File: config.mk
export PLATFORM = sky130hd
export DESIGN_NAME = tfr_temp_fault_resp
export DESIGN_NICKNAME = d
export VERILOG_FILES = /design/src/verilog/tfr_pkg.sv /design/src/verilog/tfr_temp_fault_resp.sv
export SDC_FILE = /design/constraint.sdc
export NUM_CORES = 1
export LEC_CHECK = 0
export BUFFER_PORTS_ARGS = -buffer_cell sky130_fd_sc_hd__buf_4
export CORE_MARGIN = 8
export CORE_UTILIZATION = 40
export DETAILED_ROUTE_END_ITERATION = 8
export PLACE_DENSITY_LB_ADDON = 0.08
export SYNTH_ARGS = -nofsm -noshare
export SYNTH_HDL_FRONTEND = slang
export SYNTH_SLANG_ARGS = --single-unit
File: constraint.sdc
create_clock -name clk -period 4.6 [get_ports clk]
set_input_delay 0.92 -clock clk [delete_from_list [all_inputs] [get_ports clk]]
set_output_delay 0.92 -clock clk [all_outputs]
set_load 0.005 [all_outputs]
File: src/verilog/tfr_pkg.sv
// Package with constants and carriers for the temperature fault response block
// Overview of operation
// - Die overtemp sets summary, mfr bit, alert
// - Die response codes 00, 01 raise CML
// - Die code 10 disables output, obeys retry
// - Die code 11 disables only while fault
// - Fault bits sticky until clear, cycle, reset; CML clears only on clear or reset
// - Die retry 000 means no self restart
// - Die retry codes 001-111 raise CML
// - Die delay-time bits are ignored
// - External overtemp applies response, sets bits, alerts
// - External undertemp applies response, sets bits, alerts
// - External response starts within 90ms
// - Per-page external response bytes reset 0xB8
// - External code 00 continues; 01, 11 CML
// - External retry 000-110 means latched off
// - External retry 111 restarts after retry delay
// - External delay-time bits are ignored
`default_nettype none
package tfr_pkg;
   // Geometry
   localparam int TFR_PAGES = 2;
   localparam int TFR_DLY_W = 24;
   // Command codes of the response bytes
   localparam logic [7:0] TFR_CMD_EXT_OT = 8'h50;
   localparam logic [7:0] TFR_CMD_EXT_UT = 8'h54;
   localparam logic [7:0] TFR_CMD_DIE_OT = 8'hD6;
   // Reset values
   localparam logic [7:0] TFR_EXT_RESET = 8'hB8;
   localparam logic [7:0] TFR_DIE_RESET = 8'hC0;
   localparam logic [7:0] TFR_RD_UNMAPPED = 8'h00;
   // Response field codes, bits 7:6
   localparam logic [1:0] TFR_RSP_CONT = 2'h0;
   localparam logic [1:0] TFR_RSP_BAD01 = 2'h1;
   localparam logic [1:0] TFR_RSP_SHUT = 2'h2;
   localparam logic [1:0] TFR_RSP_WHILE = 2'h3;
   // Retry field codes, bits 5:3
   localparam logic [2:0] TFR_RETRY_NONE = 3'h0;
   localparam logic [2:0] TFR_RETRY_CONT = 3'h7;
   // Response detection latency bound
   localparam int TFR_RESP_MAX_MS = 90;
   localparam int TFR_CLK_KHZ = 125000;
   localparam longint TFR_RESP_MAX_CYC = longint'(TFR_RESP_MAX_MS) * longint'(TFR_CLK_KHZ);

   // Response byte layout; delay-time bits are kept and read back but never acted on
   typedef struct packed {
      logic [1:0] rsp;
      logic [2:0] retry;
      logic [2:0] delay;
   } tfr_resp_s;

   // Command port from the serial front end
   typedef struct packed {
      logic wr;
      logic rd;
      logic page;
      logic [7:0] code;
      logic [7:0] wdata;
   } tfr_cmd_s;

   // Status bits shown to the status registers
   typedef struct packed {
      logic mfr_summary;
      logic mfr_die_ot;
      logic cml;
      logic [TFR_PAGES-1:0] temp_summary;
      logic [TFR_PAGES-1:0] temp_ot;
      logic [TFR_PAGES-1:0] temp_ut;
   } tfr_status_s;

   // Per-page shutdown state
   typedef enum logic [1:0] {
      TFR_RUN = 2'b00,
      TFR_LATCHED = 2'b01,
      TFR_RETRY_WAIT = 2'b10
   } tfr_state_e;
endpackage : tfr_pkg
`default_nettype wire

File: src/verilog/tfr_temp_fault_resp.sv
// Temperature fault response registers and shutdown control
`timescale 1ns/1ps
`default_nettype none
module tfr_temp_fault_resp (
   // Clock and reset
   input wire logic clk,
   input wire logic nrst,
   // Decoded command access
   input wire tfr_pkg::tfr_cmd_s cmd,
   input wire logic clear_faults,
   output logic [7:0] rd_data,
   // Output control
   input wire logic [tfr_pkg::TFR_PAGES-1:0] output_run_pin,
   input wire logic [tfr_pkg::TFR_PAGES-1:0] operation_on,
   input wire logic [tfr_pkg::TFR_DLY_W-1:0] retry_delay_cycles,
   output logic [tfr_pkg::TFR_PAGES-1:0] output_enable,
   // Fault conditions; external ones sampled per converter result, die fault taken as a level
   input wire logic die_ot_fault,
   input wire logic adc_sample,
   input wire logic [tfr_pkg::TFR_PAGES-1:0] ext_ot_fault,
   input wire logic [tfr_pkg::TFR_PAGES-1:0] ext_ut_fault,
   // Status and alert
   output var tfr_pkg::tfr_status_s status,
   output logic alert
);
   import tfr_pkg::*;

   localparam int P = TFR_PAGES;

   // External response write is legal unless code 01 or 11
   function automatic logic ext_ok(input tfr_resp_s r);
      ext_ok = (r.rsp != TFR_RSP_BAD01) && (r.rsp != TFR_RSP_WHILE);
   endfunction : ext_ok

   // Die response write needs code 10/11 and retry 000; delay bits are don't-care
   // Any delay value is accepted, so a write never fails on those bits
   function automatic logic die_ok(input tfr_resp_s r);
      die_ok = ((r.rsp == TFR_RSP_SHUT) || (r.rsp == TFR_RSP_WHILE)) && (r.retry == TFR_RETRY_NONE);
   endfunction : die_ok

   // Run pin synchroniser, two flops before any use
   // Resets low, so a pin already high at release counts as an on-cycle
   logic [P-1:0] run_s1_q, run_s2_q;
   always_ff @(posedge clk or negedge nrst) begin
      if (!nrst) begin
         run_s1_q <= '0;
         run_s2_q <= '0;
      end else begin
         run_s1_q <= output_run_pin;
         run_s2_q <= run_s1_q;
      end
   end

   // Commanded-on state and its rising edge
   logic [P-1:0] cmd_on, cmd_on_q, cmd_on_d, on_rise;
   always_comb begin
      cmd_on = run_s2_q & operation_on;
      cmd_on_d = cmd_on;
      on_rise = cmd_on & ~cmd_on_q;
   end

   // Response byte storage
   tfr_resp_s ext_ot_q [P], ext_ot_d [P];
   tfr_resp_s ext_ut_q [P], ext_ut_d [P];
   tfr_resp_s die_q, die_d;
   logic cml_set;
   logic [7:0] rd_data_q, rd_data_d;

   // Write decode; an illegal byte is dropped and flags CML instead
   always_comb begin
      cml_set = 1'b0;
      die_d = die_q;
      for (int p = 0; p < P; p++) begin
         ext_ot_d[p] = ext_ot_q[p];
         ext_ut_d[p] = ext_ut_q[p];
      end
      if (cmd.wr) begin
         case (cmd.code)
            TFR_CMD_EXT_OT: begin
               if (ext_ok(tfr_resp_s'(cmd.wdata))) begin
                  ext_ot_d[cmd.page] = tfr_resp_s'(cmd.wdata);
               end else begin
                  cml_set = 1'b1;
               end
            end
            TFR_CMD_EXT_UT: begin
               if (ext_ok(tfr_resp_s'(cmd.wdata))) begin
                  ext_ut_d[cmd.page] = tfr_resp_s'(cmd.wdata);
               end else begin
                  cml_set = 1'b1;
               end
            end
            TFR_CMD_DIE_OT: begin
               if (die_ok(tfr_resp_s'(cmd.wdata))) begin
                  die_d = tfr_resp_s'(cmd.wdata);
               end else begin
                  cml_set = 1'b1;
               end
            end
            default: begin
               cml_set = 1'b0;
            end
         endcase
      end
   end

   // Read mux, registered so data comes from flops
   // Holding the last byte keeps rd_data steady between reads
   always_comb begin
      rd_data_d = rd_data_q;
      if (cmd.rd) begin
         case (cmd.code)
            TFR_CMD_EXT_OT: rd_data_d = ext_ot_q[cmd.page];
            TFR_CMD_EXT_UT: rd_data_d = ext_ut_q[cmd.page];
            TFR_CMD_DIE_OT: rd_data_d = die_q;
            default: rd_data_d = TFR_RD_UNMAPPED;
         endcase
      end
   end

   always_ff @(posedge clk or negedge nrst) begin
      if (!nrst) begin
         for (int p = 0; p < P; p++) begin
            ext_ot_q[p] <= TFR_EXT_RESET;
            ext_ut_q[p] <= TFR_EXT_RESET;
         end
         die_q <= TFR_DIE_RESET;
         rd_data_q <= TFR_RD_UNMAPPED;
         cmd_on_q <= '0;
      end else begin
         ext_ot_q <= ext_ot_d;
         ext_ut_q <= ext_ut_d;
         die_q <= die_d;
         rd_data_q <= rd_data_d;
         cmd_on_q <= cmd_on_d;
      end
   end

   // Fault events: die fault is a level, external ones only on converter samples
   // Die fault comes from logic on this clock, so it is not synchronised
   logic die_evt;
   logic [P-1:0] ot_evt, ut_evt;
   always_comb begin
      die_evt = die_ot_fault;
      ot_evt = ext_ot_fault & {P{adc_sample}};
      ut_evt = ext_ut_fault & {P{adc_sample}};
   end

   // Sticky status; a new event wins over a clear in the same cycle
   // Die bits belong to no page, so either page's on-cycle clears them
   tfr_status_s st_q, st_d;
   logic any_rise;
   always_comb begin
      any_rise = |on_rise;
      st_d = st_q;
      if (clear_faults || any_rise) begin
         st_d.mfr_summary = 1'b0;
         st_d.mfr_die_ot = 1'b0;
      end
      if (clear_faults) begin
         st_d.cml = 1'b0;
      end
      for (int p = 0; p < P; p++) begin
         if (clear_faults || on_rise[p]) begin
            st_d.temp_summary[p] = 1'b0;
            st_d.temp_ot[p] = 1'b0;
            st_d.temp_ut[p] = 1'b0;
         end
         if (ot_evt[p]) begin
            st_d.temp_summary[p] = 1'b1;
            st_d.temp_ot[p] = 1'b1;
         end
         if (ut_evt[p]) begin
            st_d.temp_summary[p] = 1'b1;
            st_d.temp_ut[p] = 1'b1;
         end
      end
      if (die_evt) begin
         st_d.mfr_summary = 1'b1;
         st_d.mfr_die_ot = 1'b1;
      end
      if (cml_set) begin
         st_d.cml = 1'b1;
      end
   end

   // Die latch: code 10 with retry 000 stays off until a clear or on-cycle
   logic die_off_q, die_off_d, die_hold;
   always_comb begin
      die_off_d = die_off_q;
      if (clear_faults || any_rise) begin
         die_off_d = 1'b0;
      end
      if (die_evt && die_q.rsp == TFR_RSP_SHUT) begin
         die_off_d = 1'b1;
      end
      // Only the response field is read; delay bits are stored but unused
      // Code 11 follows the live fault, no latch
      die_hold = die_ot_fault && (die_q.rsp == TFR_RSP_WHILE);
   end

   // Per-page external shutdown machine; delay-time bits are never consulted
   // A page that is off when the fault hits stays in RUN; nothing to shut down
   // The wait counter restarts from zero on each shutdown so spacing is exact
   // Limitation: retry_delay_cycles is read live, so a change mid-wait moves the end
   tfr_state_e ext_st_q [P], ext_st_d [P];
   logic [TFR_DLY_W-1:0] wait_q [P], wait_d [P];
   tfr_resp_s act;
   logic hit;
   always_comb begin
      act = '0;
      hit = 1'b0;
      for (int p = 0; p < P; p++) begin
         ext_st_d[p] = ext_st_q[p];
         wait_d[p] = wait_q[p];
         // Overtemp byte takes precedence when both fire together with shutdown code 10
         hit = 1'b0;
         act = ext_ot_q[p];
         if (ot_evt[p] && ext_ot_q[p].rsp == TFR_RSP_SHUT) begin
            hit = 1'b1;
         end else if (ut_evt[p] && ext_ut_q[p].rsp == TFR_RSP_SHUT) begin
            hit = 1'b1;
            act = ext_ut_q[p];
         end
         case (ext_st_q[p])
            TFR_RUN: begin
               if (hit && cmd_on[p]) begin
                  wait_d[p] = '0;
                  if (act.retry == TFR_RETRY_CONT) begin
                     ext_st_d[p] = TFR_RETRY_WAIT;
                  end else begin
                     ext_st_d[p] = TFR_LATCHED;
                  end
               end
            end
            TFR_LATCHED: begin
               // Only a clear or an off/on cycle lets it go
               if (clear_faults || on_rise[p]) begin
                  ext_st_d[p] = TFR_RUN;
               end
            end
            TFR_RETRY_WAIT: begin
               if (!cmd_on[p] || die_off_q) begin
                  ext_st_d[p] = TFR_LATCHED;
               end else if (wait_q[p] >= retry_delay_cycles) begin
                  ext_st_d[p] = TFR_RUN;
               end else begin
                  wait_d[p] = wait_q[p] + 1'b1;
               end
            end
            default: begin
               ext_st_d[p] = TFR_RUN;
            end
         endcase
      end
   end

   // Output enable and alert, both registered
   // Code 11 hold uses the live fault, so the output returns one cycle after it clears
   logic [P-1:0] out_en_q, out_en_d;
   logic alert_q, alert_d;
   always_comb begin
      for (int p = 0; p < P; p++) begin
         out_en_d[p] = cmd_on[p] && (ext_st_q[p] == TFR_RUN) && !die_off_q && !die_hold;
      end
      // Any sticky fault bit keeps the alert asserted
      alert_d = st_q.mfr_summary | st_q.cml | (|st_q.temp_summary);
   end

   always_ff @(posedge clk or negedge nrst) begin
      if (!nrst) begin
         st_q <= '0;
         die_off_q <= 1'b0;
         for (int p = 0; p < P; p++) begin
            ext_st_q[p] <= TFR_RUN;
            wait_q[p] <= '0;
         end
         out_en_q <= '0;
         alert_q <= 1'b0;
      end else begin
         st_q <= st_d;
         die_off_q <= die_off_d;
         ext_st_q <= ext_st_d;
         wait_q <= wait_d;
         out_en_q <= out_en_d;
         alert_q <= alert_d;
      end
   end

   // Outputs
   assign rd_data = rd_data_q;
   assign output_enable = out_en_q;
   assign status = st_q;
   assign alert = alert_q;
endmodule : tfr_temp_fault_resp
`default_nettype wire
==> metrics.cfg <==
[sta]
rsz0062_at_grt = false
max_slew_margin_pct = 38.1
max_freq_mhz = 317
maxSlewViolCount = 0
skew_ns = 0.0106
fin_crit_sh_pct = 68.5
fin_tns_setup_ns = 0
worstMarginPinSlew_ns = 0.920
period_minus_slack_ns = 3.15
setup_viol = 0
hold_viol_final = 0

[clock_tree]
numCtsBuffers = 17
cts_tree = built
holdBufCountCts = 0
clk_pin_slew_worst_paths_ns = 0.06
cts_setup_buffers = 0
htreeDepth = 4
cts.sinks = 118
cts_resized = 0
ctsLongestPathBuffers = 2
clkLatencyLatePin_ns = 0.42
cts_root_buf = clkbuf_16

[die]
core-area_sq_um = 17100
die-height_microns = 148
ioPinCount = 76
fp-row-count = 48
start_util_pct = 40.4
die_w_microns = 148
die-area_sq_um = 21800

[critical_path]
path_max_fanout = 10
cp.arrival_ns = 3.46
critPathLaunchType = input pin
r2r_cells = 7
r2r-end = wait_q[34]
critPathRequiredTime_ns = 4.91
r2r_start = wait_q[25]
critPathCaptureType = flop
critPathKind = in2reg
rrSetupSlack_ns = 1.66

[synthesis]
synth_cell_types = 62
ys_warn_count = 0
synthFlopType = dfrtp_1
async_reset_ff_share_pct = 100
synthCells = 711
yosysSeqAreaShare_pct = 43.0
synth_edf_count = 0
syn_nets = 817
synth.cell_area_sq_um = 6920
avgSynthCellArea_sq_um = 9.73
synth_seq_cells = 118

[routing]
vias = 5803
drc_errors = 0
dr.pass1.iters = 4
drt_iter0_markers = 330
vias_per_cell = 5.64
antenna_left = 0
routed_wirelength_mm = 18.9
wl_per_cell_microns = 18.3

[power_and_ir_drop]
power_density_nw_per_um2 = 302
power_frac_comb_pct = 8.2
clkPwrFrac_pct = 48.6
switchingPower_mw = 0.621
peakVddDrop_uv = 250
intPower_mw = 1.88
p_leak_nw = 3.81
p_sw_share_pct = 24.8
fin_total_pwr_mw = 2.50
seqPwrFrac_pct = 43.2

[layout]
layout_commonest_cell = dfrtp_1
area_growth_syn_to_layout_pct = 19.7
fill_cells = 1627
finish.utilization_pct = 48.4
antenna_cells = 0
nets = 896
finalNonFillerCells = 1028
final_cell_mix = dfrtp_1, buf_4, nand2_1, a21oi_1, ha_1
layout-drive-gt1-share_pct = 20.5

[place]
dp_hpwl_mm = 14.4
gp_congestion = 0.811
port_buffers = 75
placed_cells = 996

[min_path]
min_path_type = reg2reg
min_path_cells = 0
hp-start = run_s1_q[1]
whs_endpoint = run_s2_q[1]

[global_routing]
grt_pass1_vias = 6065
grt_overflow = 0
grt_antenna_before_repair = 0
grt_max_degree = 69
grt_pass1_wl_mm = 31.3
grtUsageTotal_pct = 18.0

[run]
drv_cap = 0

[status]
outcome = complete, no violations

==> critical path, cell delays in order <==
cell and delay, ns:
buf_4 0.11, inv_1 0.09, ha_1 0.25, nor2b_1 0.13
o211a_1 0.21, o311a_1 0.36, o31ai_2 0.69, nand2_1 0.30
o41ai_1 0.40
==> sequential cells by signal, summed over array words and instances (netlist names) <==
name           cells
wait_q            48
run_s1_q           2
ext_ot_q          16
rd_data            8
run_s2_q           2
alert              1
die_off_q          1
output_enable      2
ext_st_q           4
cmd_on_q           2
ext_ut_q          16
status             8
die_q              8
==> Yosys cell counts, drive strengths merged, types with 3 or more instances <==
| cell | instances | area, sq um |
|---|---|---|
| dfrtp | 100 | 2500 |
| nand2 | 56 | 210 |
| a21oi | 53 | 265 |
| ha | 50 | 626 |
| inv | 46 | 173 |
| nor2 | 43 | 161 |
| mux2 | 34 | 383 |
| o21ai | 31 | 155 |
| nand3 | 27 | 135 |
| clkbuf | 20 | 75.1 |
| mux2i | 19 | 190 |
| dfstp | 18 | 473 |
| nand4 | 16 | 100 |
| o31ai | 16 | 125 |
| o22ai | 15 | 93.8 |
| a31oi | 14 | 87.6 |
| or4 | 12 | 90.1 |
| nor2b | 11 | 68.8 |
| and3 | 10 | 62.6 |
| nor3 | 10 | 50.1 |
| nand2b | 9 | 63.8 |
| a211oi | 7 | 57.6 |
| and4 | 7 | 61.3 |
| o311ai | 6 | 52.6 |
| a22o | 5 | 43.8 |
| a31o | 5 | 43.8 |
| and2 | 5 | 31.3 |
| o21a | 5 | 37.5 |
| or3 | 5 | 31.3 |
| a41oi | 4 | 35.0 |
| nand4b | 4 | 35.0 |
| nor4 | 4 | 31.3 |
| o41ai | 4 | 35.0 |
| or4b | 4 | 43.8 |
| a21boi | 3 | 22.5 |
| and4b | 3 | 30.0 |
| buf | 3 | 15.0 |
| nand3b | 3 | 22.5 |
| o211ai | 3 | 22.5 |
| or2 | 3 | 18.8 |
==> through the flow <==
stage,instance area (sq um),hold slack [ns],setup slack [ns]
after global routing,8280,0.360,1.19
after floorplan,6920,0.331,1.34
final,8280,0.347,1.45
after global placement,7730,0.334,1.13
after detailed placement,7730,0.340,0.985
after CTS,8280,0.352,1.47
==> how the worst max path moves through the flow <==
stage | start | end | slack [ns]
2_1_floorplan | retry_delay_cycles[23] | wait_q[47] | 1.34
3_3_place_gp | retry_delay_cycles[23] | wait_q[47] | 1.13
3_5_place_dp | retry_delay_cycles[1] | wait_q[34] | 0.99
4_1_cts | retry_delay_cycles[1] | wait_q[34] | 1.47
5_1_grt | retry_delay_cycles[1] | wait_q[34] | 1.19
6_report | retry_delay_cycles[1] | wait_q[34] | 1.45
==> per-layer routing <==
layer	global-route usage (%)	vias up	share of wire, %
met5	0	-	0
met4	4.79	0	0.92
met3	4.07	14	3.6
met2	30.6	121	50
met1	22.6	2839	46
li1	-	2829	-
==> kinds of logic (layout without fill, tap and decap cells) <==
logic type	Yosys count	in the layout	share of synthesized area, %
flops	118	118	43.0
mux	53	53	8.28
buf+inv	69	161	3.80
fa+ha+maj	50	50	9.04
compound gates	185	185	17.4
simple gates	236	236	18.5
==> final cells by class <==
cell class | instances | area [sq um] | area share [%]
Sequential cell | 118 | 2980 | 35.9
Tap cell | 225 | 282 | 3.40
Clock buffer | 21 | 470 | 5.68
Multi-Input combinational cell | 524 | 3680 | 44.5
Inverter | 46 | 173 | 2.09
Timing Repair Buffer | 83 | 623 | 7.53
Clock inverter | 11 | 75.1 | 0.907
==> power by group through the flow <==
| stage | Clock [mW] | Sequential, mW | Combinational [mW] |
|---|---|---|---|
| final | 1.22 | 1.08 | 0.206 |
| after global routing | 1.29 | 1.08 | 0.233 |
| after CTS | 1.24 | 1.08 | 0.210 |
| after detailed placement | 0 | 1.10 | 0.209 |
| after global placement | 0 | 1.10 | 0.204 |
| after floorplan | 0 | 1.09 | 0.102 |
No activity file was read; power rests on OpenSTA's default activity.
